===== src/rtl/stg_pkg.sv =====
// Shared constants, configuration types and frame carrier for the test-pattern generator
package stg_pkg;

  // ==========================================================================
  // Frame geometry
  // ==========================================================================
  localparam int          OCTETS       = 8;
  localparam int          SAMPLES      = 4;
  localparam int          SAMPLE_W     = 16;
  localparam int          NPRIME_LONG  = 16;
  localparam logic [7:0]  K_FRAMES     = 8'h0a;
  localparam logic [7:0]  ILAS_MF      = 8'h04;
  localparam logic [7:0]  ILAS_FRAMES  = 8'h28;

  // ==========================================================================
  // Characters
  // ==========================================================================
  localparam logic [7:0]  CHR_K28_5    = 8'hbc;
  localparam logic [7:0]  CHR_K28_0    = 8'h1c;
  localparam logic [7:0]  CHR_K28_3    = 8'h7c;
  localparam logic [7:0]  CHR_D21_5    = 8'hb5;
  localparam int          RPAT_LEN     = 12;
  localparam logic [3:0]  RPAT_LAST    = 4'hb;
  localparam logic [7:0]  RPAT [RPAT_LEN] = '{8'hbe, 8'hd7, 8'h23, 8'h47, 8'h6b, 8'h8f,
                                             8'hb3, 8'h14, 8'h5e, 8'hfb, 8'h35, 8'h59};

  // ==========================================================================
  // Selections
  // ==========================================================================
  localparam logic [3:0]  TP_NONE      = 4'h0;
  localparam logic [3:0]  TP_LONG      = 4'h1;
  localparam logic [3:0]  TP_D21_5     = 4'h2;
  localparam logic [3:0]  TP_K28_5     = 4'h3;
  localparam logic [3:0]  TP_ILAS      = 4'h4;
  localparam logic [3:0]  TP_RPAT      = 4'h5;

  localparam logic [1:0]  LM_DUAL_S1   = 2'h0;
  localparam logic [1:0]  LM_DUAL_S2   = 2'h1;
  localparam logic [1:0]  LM_SINGLE    = 2'h2;
  localparam logic [1:0]  LM_NARROW    = 2'h3;

  typedef enum logic [2:0] {
    ST_CGS  = 3'b001,
    ST_ILAS = 3'b010,
    ST_DATA = 3'b100
  } stg_state_e;

  typedef struct packed {
    logic [3:0] m;
    logic [3:0] s;
    logic [4:0] n;
    logic       cs;
    logic [4:0] nprime;
    logic       single;
  } stg_cfg_s;

  typedef struct packed {
    logic [OCTETS*8-1:0] data;
    logic [OCTETS-1:0]   k;
  } stg_frame_s;

  // Link configuration decoded from the link mode selection
  function automatic stg_cfg_s mode_cfg(input logic [1:0] sel);
    stg_cfg_s c;
    c = '{m: 4'h2, s: 4'h1, n: 5'h10, cs: 1'b0, nprime: 5'h10, single: 1'b0};
    case (sel)
      LM_DUAL_S2: c = '{m: 4'h2, s: 4'h2, n: 5'h0f, cs: 1'b1, nprime: 5'h10, single: 1'b0};
      LM_SINGLE:  c = '{m: 4'h4, s: 4'h1, n: 5'h10, cs: 1'b0, nprime: 5'h10, single: 1'b1};
      LM_NARROW:  c = '{m: 4'h2, s: 4'h1, n: 5'h0c, cs: 1'b0, nprime: 5'h0c, single: 1'b0};
      default:    c = '{m: 4'h2, s: 4'h1, n: 5'h10, cs: 1'b0, nprime: 5'h10, single: 1'b0};
    endcase
    return c;
  endfunction : mode_cfg

endpackage : stg_pkg


===== src/rtl/stg_fifo.sv =====
// Small synchronous FIFO with valid/ready on both sides
module stg_fifo #(
  parameter int WIDTH = 8,
  parameter int DEPTH = 4
) (
  input  wire logic             clk,
  input  wire logic             rst_n,
  input  wire logic             in_valid,
  output logic                  in_ready,
  input  wire logic [WIDTH-1:0] in_data,
  output logic                  out_valid,
  input  wire logic             out_ready,
  output logic [WIDTH-1:0]      out_data
);
  localparam int AW = $clog2(DEPTH);

  logic [WIDTH-1:0] mem [DEPTH];
  logic [AW-1:0]    wr_ptr;
  logic [AW-1:0]    rd_ptr;
  logic [AW:0]      count;
  logic [AW-1:0]    next_wr_ptr;
  logic [AW-1:0]    next_rd_ptr;
  logic [AW:0]      next_count;
  logic             push;
  logic             pop;

  always_comb begin
    in_ready    = (count != (AW+1)'(DEPTH));
    out_valid   = (count != '0);
    out_data    = mem[rd_ptr];
    push        = in_valid && in_ready;
    pop         = out_valid && out_ready;
    next_wr_ptr = push ? ((wr_ptr == AW'(DEPTH-1)) ? '0 : wr_ptr + 1'b1) : wr_ptr;
    next_rd_ptr = pop ? ((rd_ptr == AW'(DEPTH-1)) ? '0 : rd_ptr + 1'b1) : rd_ptr;
    next_count  = count;
    if (push && !pop) begin
      next_count = count + 1'b1;
    end else if (pop && !push) begin
      next_count = count - 1'b1;
    end
  end

  always_ff @(posedge clk or negedge rst_n) begin
    if (!rst_n) begin
      wr_ptr <= '0;
      rd_ptr <= '0;
      count  <= '0;
    end else begin
      wr_ptr <= next_wr_ptr;
      rd_ptr <= next_rd_ptr;
      count  <= next_count;
    end
  end

  // Storage carries no reset; only the pointers and count define what is valid
  always_ff @(posedge clk) begin
    if (push) begin
      mem[wr_ptr] <= in_data;
    end
  end

endmodule : stg_fifo


===== src/rtl/stg_gen.sv =====
// Serial link test-pattern generator: frame-wide octet source for both links
module stg_gen (
  input  wire logic                clk,
  input  wire logic                reset_n,
  input  wire logic                link_enable,
  input  wire logic [3:0]          test_pattern_select,
  input  wire logic [1:0]          link_mode_select,
  input  wire logic                sync_req_n,
  input  wire logic [63:0]         conv_data_a,
  input  wire logic [63:0]         conv_data_b,
  input  wire logic                tx_ready,
  output stg_pkg::stg_frame_s      tx_a,
  output stg_pkg::stg_frame_s      tx_b,
  output logic                     tx_valid,
  output logic                     lane_en_a,
  output logic                     lane_en_b
);

  // ==========================================================================
  // Reset release
  // ==========================================================================
  logic rst_meta;
  logic rst_n;

  always_ff @(posedge clk or negedge reset_n) begin
    if (!reset_n) begin
      rst_meta <= 1'b0;
      rst_n    <= 1'b0;
    end else begin
      rst_meta <= 1'b1;
      rst_n    <= rst_meta;
    end
  end

  // ==========================================================================
  // Configuration decode
  // ==========================================================================
  stg_pkg::stg_cfg_s cfg;
  logic [7:0]        ms;
  logic [7:0]        pat_len;
  logic [15:0]       mid_val;

  always_comb begin
    cfg     = stg_pkg::mode_cfg(link_mode_select);
    ms      = 8'(cfg.m * cfg.s);
    pat_len = 8'((ms + 8'h02 + stg_pkg::K_FRAMES - 8'h01) / stg_pkg::K_FRAMES
                 * stg_pkg::K_FRAMES);
    mid_val = 16'h0001 << (cfg.n - 5'h01);
  end

  // ==========================================================================
  // Frame builders
  // ==========================================================================
  // One long transport frame; sample j belongs to converter j/S, sample j%S
  function automatic stg_pkg::stg_frame_s long_frame(input stg_pkg::stg_cfg_s c,
                                                     input logic [7:0] m_s,
                                                     input logic [15:0] mid,
                                                     input logic [7:0] fi);
    stg_pkg::stg_frame_s f;
    logic [15:0]         v;
    logic [3:0]          converter_index;
    logic [3:0]          sample_index;
    f = '0;
    for (int j = 0; j < stg_pkg::SAMPLES; j++) begin
      converter_index = (c.s == 4'h2) ? 4'(j >> 1) : 4'(j);
      sample_index    = (c.s == 4'h2) ? 4'(j & 1) : 4'h0;
      if (fi == 8'h00) begin
        v = 16'(converter_index) + 16'h0001;
      end else if (fi == 8'h01) begin
        v = 16'(sample_index) + 16'h0001;
      end else begin
        v = mid;
      end
      if (c.cs) begin
        // Sample sits above its control bit; bit j walks one frame at a time
        v = {v[14:0], (fi < m_s) && (fi == 8'(j))};
      end
      if (8'(j) < m_s) begin
        f.data[stg_pkg::SAMPLE_W*j +: stg_pkg::SAMPLE_W] = v;
      end
    end
    return f;
  endfunction : long_frame

  function automatic stg_pkg::stg_frame_s fill_frame(input logic [7:0] octet,
                                                     input logic k);
    stg_pkg::stg_frame_s f;
    f.data = {stg_pkg::OCTETS{octet}};
    f.k    = {stg_pkg::OCTETS{k}};
    return f;
  endfunction : fill_frame

  // Eight consecutive octets of the jitter sequence, starting at position p
  function automatic stg_pkg::stg_frame_s rpat_frame(input logic [3:0] p);
    stg_pkg::stg_frame_s f;
    f = '0;
    for (int o = 0; o < stg_pkg::OCTETS; o++) begin
      f.data[8*o +: 8] = stg_pkg::RPAT[(32'(p) + o) % stg_pkg::RPAT_LEN];
    end
    return f;
  endfunction : rpat_frame

  // Alignment frame: ramp payload, multiframe start and end markers
  function automatic stg_pkg::stg_frame_s ilas_frame(input logic [7:0] fi);
    stg_pkg::stg_frame_s f;
    f = '0;
    for (int o = 0; o < stg_pkg::OCTETS; o++) begin
      f.data[8*o +: 8] = fi + 8'(o);
    end
    if ((fi % stg_pkg::K_FRAMES) == 8'h00) begin
      f.data[7:0] = stg_pkg::CHR_K28_0;
      f.k[0]      = 1'b1;
    end
    if ((fi % stg_pkg::K_FRAMES) == stg_pkg::K_FRAMES - 8'h01) begin
      f.data[63:56] = stg_pkg::CHR_K28_3;
      f.k[7]        = 1'b1;
    end
    return f;
  endfunction : ilas_frame

  // ==========================================================================
  // Link sequencer
  // ==========================================================================
  stg_pkg::stg_state_e state;
  stg_pkg::stg_state_e next_state;
  logic [7:0]          fidx;
  logic [7:0]          next_fidx;
  logic [3:0]          rpat_idx;
  logic [3:0]          next_rpat_idx;
  logic                fifo_in_ready;
  logic                fire;
  stg_pkg::stg_frame_s gen_a;
  stg_pkg::stg_frame_s gen_b;
  logic                live_data;

  always_comb begin
    fire          = fifo_in_ready && link_enable;
    next_state    = state;
    next_fidx     = fidx;
    next_rpat_idx = rpat_idx;
    gen_a         = '0;
    gen_b         = '0;
    live_data     = 1'b0;
    // Free-running character modes bypass the link sequence
    case (test_pattern_select)
      stg_pkg::TP_D21_5: begin
        gen_a = fill_frame(stg_pkg::CHR_D21_5, 1'b0);
      end
      stg_pkg::TP_K28_5: begin
        gen_a = fill_frame(stg_pkg::CHR_K28_5, 1'b1);
      end
      stg_pkg::TP_RPAT: begin
        // Octets stay data characters so the encoder shapes them
        gen_a = rpat_frame(rpat_idx);
        next_rpat_idx = (rpat_idx >= 4'h4) ? rpat_idx - 4'h4 : rpat_idx + 4'h8;
      end
      default: begin
        case (state)
          stg_pkg::ST_CGS: begin
            gen_a = fill_frame(stg_pkg::CHR_K28_5, 1'b1);
            if (sync_req_n) begin
              next_state = stg_pkg::ST_ILAS;
              next_fidx  = 8'h00;
            end
          end
          stg_pkg::ST_ILAS: begin
            gen_a     = ilas_frame(fidx);
            next_fidx = fidx + 8'h01;
            if (fidx == stg_pkg::ILAS_FRAMES - 8'h01) begin
              next_fidx = 8'h00;
              if (test_pattern_select != stg_pkg::TP_ILAS) begin
                next_state = stg_pkg::ST_DATA;
              end
            end
          end
          stg_pkg::ST_DATA: begin
            if (test_pattern_select == stg_pkg::TP_LONG &&
                cfg.nprime == 5'(stg_pkg::NPRIME_LONG)) begin
              gen_a     = long_frame(cfg, ms, mid_val, fidx);
              next_fidx = (fidx == pat_len - 8'h01) ? 8'h00 : fidx + 8'h01;
            end else begin
              live_data  = 1'b1;
              gen_a.data = conv_data_a;
              gen_b.data = conv_data_b;
            end
          end
          default: begin
            next_state = stg_pkg::ST_CGS;
          end
        endcase
        if (!sync_req_n) begin
          next_state = stg_pkg::ST_CGS;
          next_fidx  = 8'h00;
        end
      end
    endcase
    // Test content is common to both links; only live data differs
    if (!live_data) begin
      gen_b = gen_a;
    end
    if (!fire) begin
      next_state    = state;
      next_fidx     = fidx;
      next_rpat_idx = rpat_idx;
    end
    if (!link_enable) begin
      // Restart point for a selection changed while the link is down
      next_state    = stg_pkg::ST_CGS;
      next_fidx     = 8'h00;
      next_rpat_idx = 4'h0;
    end
  end

  always_ff @(posedge clk or negedge rst_n) begin
    if (!rst_n) begin
      state    <= stg_pkg::ST_CGS;
      fidx     <= 8'h00;
      rpat_idx <= 4'h0;
    end else begin
      state    <= next_state;
      fidx     <= next_fidx;
      rpat_idx <= next_rpat_idx;
    end
  end

  // ==========================================================================
  // Frame buffer and output stage
  // ==========================================================================
  localparam int FW = 2 * $bits(stg_pkg::stg_frame_s);

  logic          fifo_out_valid;
  logic          fifo_out_ready;
  logic [FW-1:0] fifo_out_data;
  logic          next_tx_valid;
  stg_pkg::stg_frame_s next_tx_a;
  stg_pkg::stg_frame_s next_tx_b;
  logic          next_lane_en_a;
  logic          next_lane_en_b;

  stg_fifo #(
    .WIDTH (FW),
    .DEPTH (4)
  ) u_fifo (
    .clk       (clk),
    .rst_n     (rst_n),
    .in_valid  (link_enable),
    .in_ready  (fifo_in_ready),
    .in_data   ({gen_a, gen_b}),
    .out_valid (fifo_out_valid),
    .out_ready (fifo_out_ready),
    .out_data  (fifo_out_data)
  );

  always_comb begin
    // Output register refills whenever it is empty or being taken
    fifo_out_ready = !tx_valid || tx_ready;
    next_tx_valid  = tx_valid;
    next_tx_a      = tx_a;
    next_tx_b      = tx_b;
    if (fifo_out_ready) begin
      next_tx_valid = fifo_out_valid;
      if (fifo_out_valid) begin
        {next_tx_a, next_tx_b} = fifo_out_data;
      end
    end
    // Lanes power by link mode alone, whatever test mode is chosen
    next_lane_en_a = 1'b1;
    next_lane_en_b = !cfg.single;
  end

  always_ff @(posedge clk or negedge rst_n) begin
    if (!rst_n) begin
      tx_valid  <= 1'b0;
      tx_a      <= '0;
      tx_b      <= '0;
      lane_en_a <= 1'b0;
      lane_en_b <= 1'b0;
    end else begin
      tx_valid  <= next_tx_valid;
      tx_a      <= next_tx_a;
      tx_b      <= next_tx_b;
      lane_en_a <= next_lane_en_a;
      lane_en_b <= next_lane_en_b;
    end
  end

endmodule : stg_gen


===== config.mk =====
export PLATFORM = sky130hd
export DESIGN_NAME = stg_gen
export DESIGN_NICKNAME = d
export VERILOG_FILES = /design/src/rtl/stg_pkg.sv /design/src/rtl/stg_fifo.sv /design/src/rtl/stg_gen.sv
export SDC_FILE = /design/constraint.sdc
export NUM_CORES = 1
export LEC_CHECK = 0
export ABC_AREA = 0
export BUFFER_PORTS_ARGS = -buffer_cell sky130_fd_sc_hd__buf_2
export CAP_MARGIN = 20
export CORE_MARGIN = 8
export CORE_UTILIZATION = 60
export CTS_CLUSTER_DIAMETER = 150
export DETAILED_ROUTE_END_ITERATION = 6
export HOLD_SLACK_MARGIN = 0.03
export PLACE_DENSITY = 0.88
export SYNTH_ARGS = -nofsm -noshare
export SYNTH_HDL_FRONTEND = slang
export SYNTH_HIERARCHICAL = 1
export SYNTH_SLANG_ARGS = --single-unit

===== constraint.sdc =====
create_clock -name clk -period 6.95 [get_ports clk]
set_clock_uncertainty 0.15 [all_clocks]
set_input_delay 1.0425 -clock clk [delete_from_list [all_inputs] [get_ports clk]]
set_output_delay 1.0425 -clock clk [all_outputs]
set_load 0.05 [all_outputs]

Word level (Yosys, flattened, before mapping)
Memory sizes are Yosys's and may differ from the RTL's. A register that Yosys moved wholly into a read port is not among the register bits.
Cells that the tools add are included.
- memories kept: 9
- memory bits (read-only): 1024
- input port bits: 139
- RAM bits: 576
- register bits: 27
- output and inout bits: 147
- bitwise gates (word level): 8
- mux-type cells: 74
- equal/unequal tests: 30
- divide/modulo/power cells: 10
- reduce and logical (&&, ||, !) cells: 24
- shift-type cells: 1
- add/sub/neg operators: 29
- order comparisons: 14
- multiply operators: 2
- memory list (name ; words ; bits a word ; rd ports ; clocked after memory_dff ; write ports ; RTL line ; RTL):
    u_fifo.mem ; 4 ; 144 ; 1 ; 1 ; 1 ; stg_fifo.sv:17 ; logic [WIDTH-1:0] mem [DEPTH];
    (name not given) ; 16 ; 8 ; 1 ; 0 ; 0 ; stg_gen.sv:98 ; f.data[8*o +: 8] = stg_pkg::RPAT[(32'(p) + o) % stg_pkg::RPAT_LEN];
    (name not given) ; 16 ; 8 ; 1 ; 0 ; 0 ; stg_gen.sv:98 ;
    (name not given) ; 16 ; 8 ; 1 ; 0 ; 0 ; stg_gen.sv:98 ;
    (name not given) ; 16 ; 8 ; 1 ; 0 ; 0 ; stg_gen.sv:98 ;
    (name not given) ; 16 ; 8 ; 1 ; 0 ; 0 ; stg_gen.sv:98 ;
    3 more memories ; - ; - ; - ; - ; - ; - ;
- operators by type and width (kind ; number):
    $pmux 72 s3 ; 2
    $ge 33x5->1 const B ; 8
    $not 32->33 ; 8
    $mux 64 ; 4
    $mod 32x4->32 const B ; 7
    $mux 16 ; 14
    $mux 8 ; 25
    $mux 72 ; 1
    $pmux 19 s3 ; 1
    $add 8x3->8 const B ; 4
    $mod 4x4->32 const B ; 1
    $add 8x2->8 const B ; 3
    $mux 3 ; 8
    $pmux 8 s3 ; 1
    $add 4x3->5 const B ; 4
    $eq 8x2->1 const B ; 2
    $logic_not 8->1 ; 2
    $lt 1x8->1 const A ; 2
    $lt 2x8->1 const A ; 2
    $mux 4 ; 4
    $shl 1x5->16 const A ; 1
    $sub 8x1->8 const B ; 2
    $eq 4x2->1 const B ; 3
    $ne 4x4->1 const B ; 3
    47 further kinds ; 80

Longest topological paths before layout
- depth after elaboration: 17
- depth in mapped cells: 17
- mapped depth without buffers: 15

By module
Netlist, hierarchy kept.
- by module, submodules not included (module ; sequential area each (µm²) ; cells an instance ; area an instance (µm²) ; instances):
    stg_fifo ; 17471.8 ; 788 ; 21171.6 ; 1
    stg_gen ; 4055.1 ; 1177 ; 11145.7 ; 1

Worst setup path after synthesis
Ideal clock, no wire load.
- kind: register to register
- from: register fidx[2]
- to: memory u_fifo/mem[0][13] in the netlist's numbering, data pin
- arrival: 4.061 ns
- path slack: 2.471 ns
- path buffers: 1
- clock period less this slack: 4.479 ns
- setup time: 0.269 ns
- cell stages (with the launch flop): 17
- path through: dfrtp_1 inv_1 ha_1 buf_6 or3b_4 and4_4 or4_1 o311a_2 nand2_4 nor3_2 or3_4 o31a_1 a211o_1 mux2i_1 nand4_1 o2111a_1 o31a_1
- RTL lines (what ; RTL line ; RTL):
    start: declaration ; stg_gen.sv:126 ; logic [7:0] fidx;
    start signal: assignment ; stg_gen.sv:221 ; fidx <= next_fidx;
    end: declaration ; stg_fifo.sv:17 ;

==> flow_summary_export.csv <==
group,metric,value,unit
outcome,outcome,"complete, no violations",
sta,hold_viol_final,0,
power,power_density,461.1,nW/um^2
global_route,grt_first_pass_wirelength,134200,um
power,p_total,0.01701,W
detailed_routing,firstDrtPassIters,7,
worst_setup_path,cpPeakStageDelay,0.46,ns
worst_setup_path,crit_start,"fidx[2]$_DFFE_PN0P_",
global_route,grt_start_max_net_pins,147,
clocking,cts_buffers,71,
synth,yosys.area.top_type,"edfxtp_1",
clocking,cts_tree,"built",
clocking,worstSkewPairLatency,0.61,ns
synth,synthCells,1965,
clocking,cts.sinks,745,
synth,yosysSeqAreaShare,0.6661,
synth,synth_top_area_frac,0.5352,
global_route,track_usage,0.2968,
power,p_leak,13.47,nW
floorplanning,start_util,0.6041,
clocking,postCtsResizedCells,0,
synth,synth_area_per_cell,16.45,sq um
detailed_routing,detail_route.vias_per_cell,6.838,
cells_and_area,drive_above_1_share,0.3530,
worst_setup_path,crit_path_start_kind,"flop",
worst_setup_path,crit_buf_inv,1,
sta,final.setup.worst_slack,1.389,ns
synth,synth_ff_type,"edfxtp_1",
worst_setup_path,cp_cell_sequence,"inv_1 -> ha_1 -> nor4b_2 -> nor2_1 -> xor2_1 -> o311a_2 -> a211oi_1 -> o221ai_2 -> o211ai_4 -> o21ai_0 -> a211o_1 -> mux2i_1 -> and2_4 -> a41oi_1 -> mux2_2",
synth,ys_ff_latch,745,
detailed_routing,wl,92260,um
clocking,post-cts-setup-buffers,0,
worst_setup_path,path_class,"flop to flop",
worst_setup_path,r2r_cells,15,
detailed_routing,drt_iter0_markers,2635,
synth,ys_top_cells_by_area,"edfxtp_1, dfrtp_1, mux4_2",
floorplanning,die_w,248.1,um
sta,setup_tns,0,ns
sta,tightestPinTransition,1.228,ns
floorplanning,rows,85,
sta,drv_slew,0,
worst_setup_path,ff2ff_setup_slack,1.39,ns
detailed_routing,drtAntennaViolNets,0,
floorplanning,die-area,61540,sq um
min_path,hold_class,"input pin to asynchronous set/reset pin",
worst_setup_path,endpoint_kind,"flop",
cells_and_area,antennaDiodeCount,0,
clocking,h-tree-depth,3,
power,vdd_drop_max,0.4335,mV
cells_and_area,area_growth,14.14,%
detailed_routing,vias,20410,
worst_setup_path,cp_max_fo,14,
cells_and_area,design_area,36890,sq um
sta,post-route-period-util,0.8002,
sta,max_freq,179.8,MHz
placement,portBuffers,285,
sta,hold_slack,0.06457,ns
worst_setup_path,reg2reg_from,"fidx[2]$_DFFE_PN0P_",
clocking,clk_path_buf_depth,3,
job,cap_viol_max_count,0,
clocking,root_buffer,"clkbuf_16",
synth,syn_area,32320,sq um
worst_setup_path,arrival,5.75,ns
synth,synth_edf_count,576,
synth,ys_warn_count,6,
worst_setup_path,cp.required,7.14,ns
global_route,grt_overflow,0,
global_route,grt_pass1_vias,20650,
detailed_routing,drc,0,
sta,setup_viol_count_final,0,
worst_setup_path,r2r_end,"u_fifo/mem[0][71]$_DFFE_PP_",
clocking,cts_hold_buf,0,
synth,synth.top_cells.by_count,"edfxtp_1, mux2_2, dfrtp_1, nor2_1, mux4_2",
placement,gp_congestion,0.9642,
floorplanning,core,53500,sq um
synth,yosysMostFrequentCell,"edfxtp_1",
placement,place_ws,1.586,ns
synth,async_flop_share,0.2268,
detailed_routing,avgRoutedWirePerCell,30.91,um
sta,period_minus_slack,5.561,ns
synth,synthDistinctLibCells,101,
placement,dp_hpwl,55860,um
worst_setup_path,crit_slowest_cell,"nor4b_2",
sta,rsz0062_at_grt,"no",
clocking,clk_pin_slew,0.07,ns
placement,dpl_cell_area,34350,sq um
floorplanning,ioPinCount,286,
global_route,grt_antenna_before_repair,2,
cells_and_area,nets,2419,
worst_setup_path,crit_family,"compound AO/OA/AOI/OAI gates",
sta,relSlewSlack,0.1815,
floorplanning,die_h,248.1,um
## logic make-up after synthesis
logic type / count (synthesis) / share of synthesized area
adders and majority gates: 48 / 0.01905
AOI/OAI and AO/OA: 318 / 0.06771
buffers and inverters: 145 / 0.02284
DFF: 745 / 0.6661
muxes: 318 / 0.1611
other: 1 / 0.0001160
xor gates and xnor gates: 46 / 0.01247
and+or+nand+nor: 344 / 0.05060
## layout by cell type (no fill, tap or decap), types with 18 or more instances in the layout
master     count
nand2_1       77
edfxtp_1     576
xnor2_1       35
mux2_2       169
ha_1          46
dfrtp_1      165
mux4_2       144
o21ai_0       84
inv_1         22
nand3_1       22
nor2_1       144
buf_2        285
clkbuf_16     75
buf_4         18
a21oi_1       64
## flip-flops by register name, summed over array words and instances (netlist names)
signal and count:
u_fifo/count 3, tx_a 72, fidx 8, tx_b 72, rpat_idx 2, u_fifo/rd_ptr 2
lane_en_a 1, rst_n 1, rst_meta 1, u_fifo/wr_ptr 2, lane_en_b 1, tx_valid 1
u_fifo/mem 576, state 3
## area by class of cell
| class | instances | area, sq um |
|---|---|---|
| Inverter | 24 | 90.09 |
| Multi-Input combinational cell | 1076 | 10120 |
| Timing Repair Buffer | 314 | 1773 |
| Clock buffer | 93 | 1984 |
| Fill cell | 3208 | 16610 |
| Tap cell | 696 | 870.8 |
| Sequential cell | 745 | 21540 |
| Clock inverter | 37 | 513.0 |
## how the worst max path moves through the flow
stage / to / cells past startpoint / slack [ns]
5_1_grt: u_fifo/mem[0][71]$_DFFE_PP_ / 15 / 1.14
3_5_place_dp: u_fifo/mem[1][71]$_DFFE_PP_ / 15 / 1.59
4_1_cts: u_fifo/mem[2][71]$_DFFE_PP_ / 15 / 1.49
6_report: u_fifo/mem[0][71]$_DFFE_PP_ / 15 / 1.39
3_3_place_gp: u_fifo/mem[0][71]$_DFFE_PP_ / 15 / 1.72
2_1_floorplan: fidx[0]$_DFFE_PN0P_ / 0 / 1.74
## worst reg2reg max path, stage by stage (launching register included)
cell and delay [ns]:
dfrtp_1 0.38, inv_1 0.32, ha_1 0.45, nor4b_2 0.46, nor2_1 0.12, xor2_1 0.22, o311a_2 0.21, a211oi_1 0.43
o221ai_2 0.26, o211ai_4 0.37, o21ai_0 0.16, a211o_1 0.35, mux2i_1 0.24, and2_4 0.32, a41oi_1 0.38, mux2_2 0.46
## where the power goes
part | switching (W) | internal [W] | leakage (nW)
logic | 0.00385 | 0.00207 | 4.90
registers | 0.000618 | 0.00632 | 7.34
clock network | 0.00168 | 0.00248 | 1.22
## per-layer routing
layer	global-route usage	part of all wire	vias to the layer above
met5	0	0.00014	-
met4	0.1334	0.050	2
met3	0.07376	0.11	326
met2	0.4672	0.47	1613
met1	0.3924	0.37	10250
li1	-	-	8217
## through the flow
stage                     instances    util
final                          2985  0.6895
after global routing           2985  0.6895
after CTS                      2983  0.6888
after detailed placement       2853  0.6421
after floorplan                1966       -
after global placement         2852  0.6419
(Power assumes the default switching activity.)
